--- config.mk ---
export PLATFORM = sky130hd
export DESIGN_NAME = reset_mode_and_config_register
export DESIGN_NICKNAME = d
export VERILOG_FILES = /design/src/rtl/mode_cfg_pkg.sv /design/src/rtl/reset_mode_and_config_register.sv
export VERILOG_INCLUDE_DIRS = /design/src /design/src/rtl
export SDC_FILE = /design/constraint.sdc
export NUM_CORES = 1
export LEC_CHECK = 0
export ABC_AREA = 1
export BUFFER_PORTS_ARGS = -buffer_cell sky130_fd_sc_hd__buf_4
export CAP_MARGIN = 20
export CORE_MARGIN = 2
export CORE_UTILIZATION = 50
export DETAILED_ROUTE_END_ITERATION = 12
export GPL_ROUTABILITY_DRIVEN = 0
export PLACE_DENSITY_LB_ADDON = 0.12
export RECOVER_POWER = 25
export SYNTH_ARGS = -nofsm -noshare
export SYNTH_HDL_FRONTEND = slang
export SYNTH_SLANG_ARGS = --single-unit
export TNS_END_PERCENT = 50
--- constraint.sdc ---
create_clock -name clk -period 6.25 [get_ports clk]
set_input_delay 0.9375 -clock clk [delete_from_list [all_inputs] [get_ports clk]]
set_output_delay 0.9375 -clock clk [all_outputs]
set_load 0.02 [all_outputs]
--- src/rtl/mode_cfg_map.svh ---
// register index, field positions, reset values and timing counts
`ifndef MODE_CFG_MAP_SVH
`define MODE_CFG_MAP_SVH

// configuration register is coprocessor-0 register 3
`define CFG_REG_IDX 5'h03
`define CP0_SEL_W 5

// field positions inside the configuration word
`define CFG_LOCK_BIT 31
`define CFG_SLOW_BUS_BIT 30
`define CFG_FILL_BIT 29
`define CFG_ROUTE_MSB 28
`define CFG_ROUTE_LSB 23
`define CFG_HALT_BIT 22
`define CFG_DIV_BIT 21
`define CFG_SPLIT_BIT 20

// reset values of the software fields
`define CFG_ROUTE_RST 6'h08
`define CFG_LOCK_RST 1'b0
`define CFG_HALT_RST 1'b0
`define CFG_DIV_RST 1'b0
`define CFG_SPLIT_RST 1'b0

// mode vector positions on the interrupt inputs
`define MODE_SNOOP_PIN 5
`define MODE_1X_PIN 4
`define MODE_HALF_PIN 3
`define MODE_QUAD_PIN 2
`define MODE_TRI_PIN 1
`define MODE_ENDIAN_PIN 0

// clock ratios
`define REDUCED_DIV 16
`define INPUT_2X_DIV 2
`define HALF_BUS_DIV 2

// bus turnaround, in bus clock periods
`define TURN_NORMAL 1
`define TURN_SLOW 3

// interrupt pins held off after reset while the synchroniser drains
`define PIN_SETTLE 2

`endif

--- src/rtl/mode_cfg_pkg.sv ---
// types shared by the mode and configuration block
package mode_cfg_pkg;

	typedef enum logic [1:0] {
		EXEC_RUN = 2'b01,
		EXEC_HALTED = 2'b10
	} exec_state_type;

	typedef logic [31:0] cfg_word_type;

endpackage

--- src/rtl/reset_mode_and_config_register.sv ---
// reset mode vector capture and configuration register of the core
`include "mode_cfg_map.svh"

module reset_mode_and_config_register #(
	parameter int IRQ_W = 6,
	parameter int ADDR_W = 32
) (
	input wire logic clk,
	input wire logic rstn,
	input wire logic [IRQ_W-1:0] irq_in_n,
	input wire logic fp_irq,
	input wire logic [`CP0_SEL_W-1:0] cp0_sel,
	input wire logic cp0_wr,
	input wire logic cp0_rd,
	input wire mode_cfg_pkg::cfg_word_type cp0_wdata,
	input wire logic read_data_done,
	input wire logic bus_start_req,
	input wire logic dma_inval_req,
	input wire logic [ADDR_W-1:0] dma_inval_addr,
	output mode_cfg_pkg::cfg_word_type cp0_rdata,
	output logic snoop_invalidate_on,
	output logic exec_rate_clock_sel,
	output logic half_bus_on,
	output logic quad_refill_default,
	output logic tristate_test_on,
	output logic byte_order_high_first,
	output logic dcache_fill_size,
	output logic equal_cache_split,
	output logic slow_bus_turn,
	output logic exec_ce,
	output logic bus_ce,
	output logic exec_stalled,
	output logic bus_drive_ok,
	output logic [IRQ_W-1:0] cpu_irq,
	output logic inval_strobe,
	output logic [ADDR_W-1:0] inval_addr
);
	import mode_cfg_pkg::*;

	logic [IRQ_W-1:0] irq_meta_reg;
	logic [IRQ_W-1:0] irq_sync_reg;
	logic lock_reg;
	logic halt_reg;
	logic div_reg;
	logic [IRQ_W-1:0] route_reg;
	logic [IRQ_W-1:0] route_next;
	logic [IRQ_W-1:0] pin_irq;
	logic any_irq;
	logic cfg_write;
	cfg_word_type cfg_word;
	exec_state_type state_reg;
	logic [5:0] exec_cnt_reg;
	logic [5:0] exec_period;
	logic bus_phase_reg;
	logic [1:0] turn_cnt_reg;
	logic [1:0] settle_cnt_reg;
	logic pins_live;

	// two-stage synchroniser for the interrupt pins
	always_ff @(posedge clk) begin
		irq_meta_reg <= irq_in_n;
		irq_sync_reg <= irq_meta_reg;
	end

	// mode vector still sits in the synchroniser for two edges after reset
	always_ff @(posedge clk) begin
		if (!rstn) begin
			settle_cnt_reg <= 2'(`PIN_SETTLE);
		end else if (settle_cnt_reg != 2'h0) begin
			settle_cnt_reg <= settle_cnt_reg - 2'h1;
		end
	end

	// pins count as interrupts only once the mode vector has drained
	assign pins_live = (settle_cnt_reg == 2'h0);

	// mode vector: follows the pins while reset is low, frozen after
	always_ff @(posedge clk) begin
		if (!rstn) begin
			// pins are active low: low level enables the mode
			snoop_invalidate_on <= ~irq_sync_reg[`MODE_SNOOP_PIN];
			exec_rate_clock_sel <= ~irq_sync_reg[`MODE_1X_PIN];
			half_bus_on <= ~irq_sync_reg[`MODE_HALF_PIN];
			quad_refill_default <= ~irq_sync_reg[`MODE_QUAD_PIN];
			tristate_test_on <= ~irq_sync_reg[`MODE_TRI_PIN];
			byte_order_high_first <= ~irq_sync_reg[`MODE_ENDIAN_PIN];
		end else begin
			// hold until next reset, pins ignored
			snoop_invalidate_on <= snoop_invalidate_on;
			exec_rate_clock_sel <= exec_rate_clock_sel;
			half_bus_on <= half_bus_on;
			quad_refill_default <= quad_refill_default;
			tristate_test_on <= tristate_test_on;
			byte_order_high_first <= byte_order_high_first;
		end
	end

	// write strobe for the configuration register
	assign cfg_write = cp0_wr && (cp0_sel == `CFG_REG_IDX) && !lock_reg;

	// routing keeps its old value unless the new one is one-hot
	always_comb begin
		route_next = route_reg;
		if ($onehot(cp0_wdata[`CFG_ROUTE_MSB:`CFG_ROUTE_LSB])) begin
			route_next = cp0_wdata[`CFG_ROUTE_MSB:`CFG_ROUTE_LSB];
		end
	end

	// lock: once set only reset clears it
	always_ff @(posedge clk) begin
		if (!rstn) begin
			lock_reg <= `CFG_LOCK_RST;
		end else if (cfg_write && cp0_wdata[`CFG_LOCK_BIT]) begin
			lock_reg <= 1'b1;
		end
	end

	// software fields; fill size and slow bus turn take mode-dependent reset values
	always_ff @(posedge clk) begin
		if (!rstn) begin
			dcache_fill_size <= ~irq_sync_reg[`MODE_QUAD_PIN];
			slow_bus_turn <= ~irq_sync_reg[`MODE_HALF_PIN];
			route_reg <= `CFG_ROUTE_RST;
			div_reg <= `CFG_DIV_RST;
			equal_cache_split <= `CFG_SPLIT_RST;
		end else if (cfg_write) begin
			dcache_fill_size <= cp0_wdata[`CFG_FILL_BIT];
			slow_bus_turn <= cp0_wdata[`CFG_SLOW_BUS_BIT];
			route_reg <= route_next;
			div_reg <= cp0_wdata[`CFG_DIV_BIT];
			equal_cache_split <= cp0_wdata[`CFG_SPLIT_BIT];
		end
	end

	// interrupt routing: float unit replaces the chosen pin
	generate
		for (genvar i = 0; i < IRQ_W; i++) begin : g_route
			// pin level on the routed input is dropped
			assign pin_irq[i] = route_reg[i] ? fp_irq :
				(~irq_sync_reg[i] && pins_live);
			always_ff @(posedge clk) begin
				if (!rstn) begin
					cpu_irq[i] <= 1'b0;
				end else begin
					cpu_irq[i] <= pin_irq[i];
				end
			end
		end
	endgenerate

	// any routed or pin interrupt wakes a halted core
	assign any_irq = |pin_irq;

	// halt bit: set by software, cleared by any interrupt
	always_ff @(posedge clk) begin
		if (!rstn) begin
			halt_reg <= `CFG_HALT_RST;
		end else if (cfg_write) begin
			halt_reg <= cp0_wdata[`CFG_HALT_BIT];
		end else if (any_irq) begin
			halt_reg <= 1'b0;
		end
	end

	// execution state follows the halt bit
	always_ff @(posedge clk) begin
		if (!rstn) begin
			state_reg <= EXEC_RUN;
		end else begin
			unique case (state_reg)
				EXEC_RUN: begin
					if (halt_reg && !any_irq) begin
						state_reg <= EXEC_HALTED;
					end
				end
				EXEC_HALTED: begin
					if (any_irq || !halt_reg) begin
						state_reg <= EXEC_RUN;
					end
				end
			endcase
		end
	end

	// stall flag lags the state by one cycle
	always_ff @(posedge clk) begin
		if (!rstn) begin
			exec_stalled <= 1'b0;
		end else begin
			exec_stalled <= (state_reg == EXEC_HALTED);
		end
	end

	// execution period in input clocks: 2x input halves, reduced mode /16
	always_comb begin
		exec_period = exec_rate_clock_sel ? 6'h01 : 6'(`INPUT_2X_DIV);
		if (div_reg) begin
			exec_period = 6'(32'(exec_period) * `REDUCED_DIV);
		end
	end

	// execution clock enable divider
	always_ff @(posedge clk) begin
		if (!rstn) begin
			exec_cnt_reg <= 6'h00;
			exec_ce <= 1'b0;
		end else if (exec_cnt_reg >= exec_period - 6'h01) begin
			exec_cnt_reg <= 6'h00;
			exec_ce <= 1'b1;
		end else begin
			exec_cnt_reg <= exec_cnt_reg + 6'h01;
			exec_ce <= 1'b0;
		end
	end

	// bus clock enable: every execution period or every second one
	always_ff @(posedge clk) begin
		if (!rstn) begin
			bus_phase_reg <= 1'b0;
			bus_ce <= 1'b0;
		end else if (exec_cnt_reg >= exec_period - 6'h01) begin
			bus_phase_reg <= half_bus_on ? ~bus_phase_reg : 1'b0;
			bus_ce <= !half_bus_on || bus_phase_reg;
		end else begin
			bus_ce <= 1'b0;
		end
	end

	// turnaround gap after memory drove read data
	always_ff @(posedge clk) begin
		if (!rstn) begin
			turn_cnt_reg <= 2'h0;
			bus_drive_ok <= 1'b1;
		end else if (read_data_done) begin
			turn_cnt_reg <= slow_bus_turn ? 2'(`TURN_SLOW) : 2'(`TURN_NORMAL);
			bus_drive_ok <= 1'b0;
		end else if (bus_ce && turn_cnt_reg != 2'h0) begin
			turn_cnt_reg <= turn_cnt_reg - 2'h1;
			bus_drive_ok <= (turn_cnt_reg == 2'h1);
		end else if (bus_start_req && bus_drive_ok) begin
			bus_drive_ok <= 1'b1;
		end
	end

	// snoop invalidation passes only when enabled at reset
	always_ff @(posedge clk) begin
		if (!rstn) begin
			inval_strobe <= 1'b0;
			inval_addr <= '0;
		end else begin
			inval_strobe <= dma_inval_req && snoop_invalidate_on;
			if (dma_inval_req && snoop_invalidate_on) begin
				inval_addr <= dma_inval_addr;
			end
		end
	end

	// read image of the register, reserved bits zero
	always_comb begin
		cfg_word = '0;
		cfg_word[`CFG_LOCK_BIT] = lock_reg;
		cfg_word[`CFG_SLOW_BUS_BIT] = slow_bus_turn;
		cfg_word[`CFG_FILL_BIT] = dcache_fill_size;
		cfg_word[`CFG_ROUTE_MSB:`CFG_ROUTE_LSB] = route_reg;
		cfg_word[`CFG_HALT_BIT] = halt_reg;
		cfg_word[`CFG_DIV_BIT] = div_reg;
		cfg_word[`CFG_SPLIT_BIT] = equal_cache_split;
	end

	// registered read port, zero for other selects
	always_ff @(posedge clk) begin
		if (!rstn) begin
			cp0_rdata <= '0;
		end else if (cp0_rd && cp0_sel == `CFG_REG_IDX) begin
			cp0_rdata <= cfg_word;
		end else begin
			cp0_rdata <= '0;
		end
	end

endmodule

# [After elaboration in Yosys (flattened, before gate mapping)]
# Index checks and enable logic that the tools add are counted.
[classes] add_sub_neg=9 order_cmp=1 n_eq_ne=8 n_mux=25 bitwise=8 n_reduce_logical=32
[op_table] cell="$mux W1" count=17
[op_table] cell="$logic_and A1 B1 Y1" count=14
[op_table] cell="$mux W2" count=6
[op_table] cell="$not A1 Y1" count=8
[op_table] cell="$reduce_and A2 Y1" count=4
[op_table] cell="$reduce_bool A2 Y1" count=4
[op_table] cell="$add A1 B1 Y2" count=3
[op_table] cell="$add A6 B1 Y6 const B" count=1
[op_table] cell="$ge A6 B6 Y1" count=1
[op_table] cell="$mux W6" count=1
[op_table] cell="$reduce_or A6 Y1" count=1
[op_table] cell="$sub A6 B1 Y6 const B" count=1
[op_table] cell="$eq A5 B2 Y1 const B" count=1
[op_table] cell="$eq A2 B1 Y1 const B" count=2
[op_table] cell="$logic_not A1 Y1" count=4
[op_table] cell="$ne A2 B2 Y1 const B" count=2
[op_table] cell="$pmux W2 S2" count=1
[op_table] cell="$sub A2 B1 Y2 const B" count=2
[op_table] cell="$add A2 B2 Y3" count=1
[op_table] cell="$add A3 B2 Y3" count=1
[op_table] cell="$eq A3 B1 Y1 const B" count=1
[op_table] cell="$reduce_bool A3 Y1" count=1
[op_table] cell="$eq A2 B2 Y1 const B" count=1
[op_table] cell="$logic_not A2 Y1" count=1
[op_table] cell="3 further kinds" count=4
[word_totals] register_bits=118 output_inout_bits=84 word_cells=117

# [Longest topological paths before layout]
[depth] depth_word=8 ltp_mapped=13 depth_no_buf=12

# [Worst setup path after synthesis]
# OpenSTA, ideal clock, no wires.
[synth_path] path_kind="in2reg" start="input cp0_wdata[23]" end="register route_reg[0]" arrival_time_ns=3.133 required_time_ns=6.137 path_slack_ns=3.005 cell_stages=13 n_path_buf=1 cell_sequence="inv_1 -> fa_1 -> fa_1 -> inv_1 -> ha_1 -> fa_1 -> nor2_1 -> nand2_1 -> nor2_4 -> buf_6 -> nand2_1 -> nand2_1 -> nor2_1"
[synth_via] elab_chain_cells=5
[synth_rtl] item="start, declared" line_no="reset_mode_and_config_register.sv:15" text="input wire mode_cfg_pkg::cfg_word_type cp0_wdata,"
[synth_rtl] item="$add A1 B1 Y2" line_no="reset_mode_and_config_register.sv:104" text="if ($onehot(cp0_wdata[`CFG_ROUTE_MSB:`CFG_ROUTE_LSB])) begin"
[synth_rtl] item="$add A2 B2 Y3" line_no="reset_mode_and_config_register.sv:104"
[synth_rtl] item="$add A3 B2 Y3" line_no="reset_mode_and_config_register.sv:104"
[synth_rtl] item="$eq A3 B1 Y1" line_no="reset_mode_and_config_register.sv:104"
[synth_rtl] item="$reduce_and A2 Y1 (no source line)"
[synth_rtl] item="end signal, assigned" line_no="reset_mode_and_config_register.sv:123" text="route_reg <= `CFG_ROUTE_RST;"
[synth_rtl] item="end signal, assigned" line_no="reset_mode_and_config_register.sv:129" text="route_reg <= route_next;"
[synth_rtl] item="end, declared" line_no="reset_mode_and_config_register.sv:45" text="logic [IRQ_W-1:0] route_reg;"
# Several ways; a longest one is shown, not always the timed one.
# A chain may end at the register's enable or synchronous reset.

# [Worst setup path after layout]
[layout_path] start="input rstn" end="register cp0_rdata[23]"
[layout_via] elab_chain_cells=1
[layout_rtl] item="start, declared" line_no="reset_mode_and_config_register.sv:9" text="input wire logic rstn,"
[layout_rtl] item="$reduce_and A2 Y1 (no source line)"
[layout_rtl] item="end signal, assigned" line_no="reset_mode_and_config_register.sv:275" text="cp0_rdata <= cfg_word;"
[layout_rtl] item="end, declared" line_no="reset_mode_and_config_register.sv:20" text="output mode_cfg_pkg::cfg_word_type cp0_rdata,"
# No other way between the ends.

==> impl_metrics.toml <==
[floorplanning]
die_h_um = 90.30
die-area_mm2 = 0.008153
core_area_mm2 = 0.007214
dieWidth_um = 90.30
ios = 167
row_count = 31
start_util = 0.5161

[synthesis]
synth_commonest_cells = "nor2_1, dfxtp_1, nand2_1, inv_1, o21ai_0"
synth_seq_area_share = 0.5484
netlist_area_mm2 = 0.003724
syn_inst = 437
synth-edff-count = 8
yosys_warnings = 0
yosysMostFrequentCell = "nor2_1"
yosysUniqueCellTypes = 26
yosys.area.top_type = "dfxtp_1"
avgSynthCellArea_um2 = 8.521
synth-seq-cells = 98
synthTopCellsByArea = "dfxtp_1, nor2_1, edfxtp_1"
netlist.area_leader.share = 0.4839
synth-main-ff-cell = "dfxtp_1"
async_reset_ff_frac = 0

[grt]
grt_pass1_vias = 2754
grt_overflow_total = 0
antenna_found_initial = 0
grt_max_degree = 57
grt_first_pass_wirelength_mm = 12.79
groute.usage.overall = 0.1956

[setup_path]
crit_family = "buffers and inverters"
rr_endpoint = "inval_addr[17]"
crit_chain = "clkbuf_1 -> nand4_1 -> nor2_1"
endpoint_kind = "flop"
cp_max_fo = 56
start_kind = "primary input"
setup.worst_path.class = "in -> reg"
reg2reg_slack_ns = 4.20
cp_data_arrival_time_ns = 3.84
worstPathBufferInverterCount = 1
rr_worst_depth = 4
reg2reg_from = "snoop_invalidate_on"
crit_path_top_delay_cell = "clkbuf_1"
max_stage_delay_ns = 1.48
cp.required_ns = 6.52

[clock_tree]
cts_resized = 0
clock_latency_ns = 0.36
cts_made_buffers = 9
cts_tree = "built"
cts_setup_buffers = 0
clk_pin_slew_ns = 0.10
htreeDepth = 3
hold_buffers = 0
clock_sinks = 98
cts_buffer_depth = 2
cts_root_buffer = "clkbuf_8"

[cells_and_area]
largest_register = "inval_addr"
largest_reg_flops = 32
nNetsFinal = 654
reg_top3 = "inval_addr x32, cp0_rdata x12"
instances_no_fill = 660
drive_gt1_frac = 0.2567
syn2layout_area_growth_pct = 29.10
utilization = 0.6663
diodes = 0

[sta]
max_slew_margin = -0.4065
report.final.slew_viol_count = 57
final.setup_skew_ns = 0.01070
period_share = 0.5711
timing.final.ws_setup_ns = 2.681
worstMarginPinSlew_ns = 2.110
finalSetupViolations = 0
rsz0062_at_grt = "false"
period_needed_ns = 3.569
fmax_mhz = 280.2
fin_tns_setup_ns = 0
final_hold_viol_count = 0

[power_and_ir_drop]
power_density_mw_per_mm2 = 269.9
max-vdd-ir-drop_mv = 0.1739
cellLeakagePower_nw = 2.308
power_w = 0.001297

[min_path]
min-delay-start = "irq_meta_reg[3]"
hold_path_end = "irq_sync_reg[3]"
whs_path_depth = 0
hold_path.class = "reg -> reg"

[routing]
postRouteAntennaNets = 0
via_per_inst = 4.524
vias = 2986
route.detailed.drc = 0
drtIter0Drc = 71
drtPass1Iterations = 6
wirelength_mm = 7.592
wl_per_cell_um = 11.50

[placed_design]
place_worst_setup_slack_ns = 2.748
dp.cells = 644
portBuffers = 125
dp_hpwl_mm = 5.482

[job]
maxCapViolCount = 1

[run_status]
outcome = "complete, but fails checks"
violations = "capacitance limit, slew limit"
-- how the worst max path moves through the flow --
stage                   from             to  slack [ns]  cells past startpoint
2_1_floorplan  cp0_wdata[23]   route_reg[0]        3.00                     13
3_3_place_gp   cp0_wdata[24]   route_reg[1]        2.81                     13
3_5_place_dp   cp0_wdata[23]   route_reg[1]        2.75                     13
4_1_cts        cp0_wdata[23]   route_reg[1]        3.14                     13
5_1_grt                 rstn  cp0_rdata[28]        2.35                      3
6_report                rstn  cp0_rdata[23]        2.68                      3
-- cells by family (layout without fill, tap and decap cells) --
family	count (synthesis)	count (layout)	share of synthesized area
adders and majority gates	15	15	0.05645
xor gates and xnor gates	5	5	0.01176
AOI/OAI and AO/OA	57	57	0.07796
buffers and inverters	81	186	0.1052
other	2	21	0.002017
and+or+nand+nor	179	179	0.1983
DFF	98	98	0.5484
-- power by group --
part,switching [W],leakage [nW],internal (W)
Combinational,0.000132,1.41,0.0000964
Clock,0.000222,0.0852,0.000150
Sequential,0.0000209,0.818,0.000676
-- per-layer routing --
metal  routed length, um  GRT usage  up-vias
met4                 239     0.1026        0
met5                   0          0        -
met1                3320     0.2434     1321
met3                 363    0.03756       19
li1                    -          -     1557
met2                3669     0.3233       89
-- cell usage in the layout, fill, tap and decap left out, types with 10 or more instances in the layout --
| cell | netlist | layout |
|---|---|---|
| nor2_1 | 109 | 109 |
| ha_1 | 12 | 12 |
| dfxtp_1 | 90 | 90 |
| conb_1 | 2 | 21 |
| nand3_1 | 10 | 10 |
| a21oi_1 | 12 | 12 |
| o21ai_0 | 38 | 42 |
| buf_4 | 20 | 118 |
| inv_1 | 43 | 44 |
| nand2_1 | 51 | 51 |
-- cell type report --
class	instances	area, um2
Fill cell	619	2407
Clock inverter	6	48.80
Inverter	45	168.9
Timing Repair Buffer	125	934.6
Multi-Input combinational cell	277	1361
Sequential cell	98	2042
Clock buffer	10	127.6
Tap cell	99	123.9
-- through the flow --
| step | instance area [um2] | hold slack, ns |
|---|---|---|
| after CTS | 4811 | 0.3350 |
| final | 4807 | 0.3347 |
| after global placement | 4634 | 0.3103 |
| after floorplan | 3795 | 0.3096 |
| after detailed placement | 4634 | 0.3143 |
| after global routing | 4807 | 0.3407 |
No activity file was read; power rests on OpenSTA's default activity.
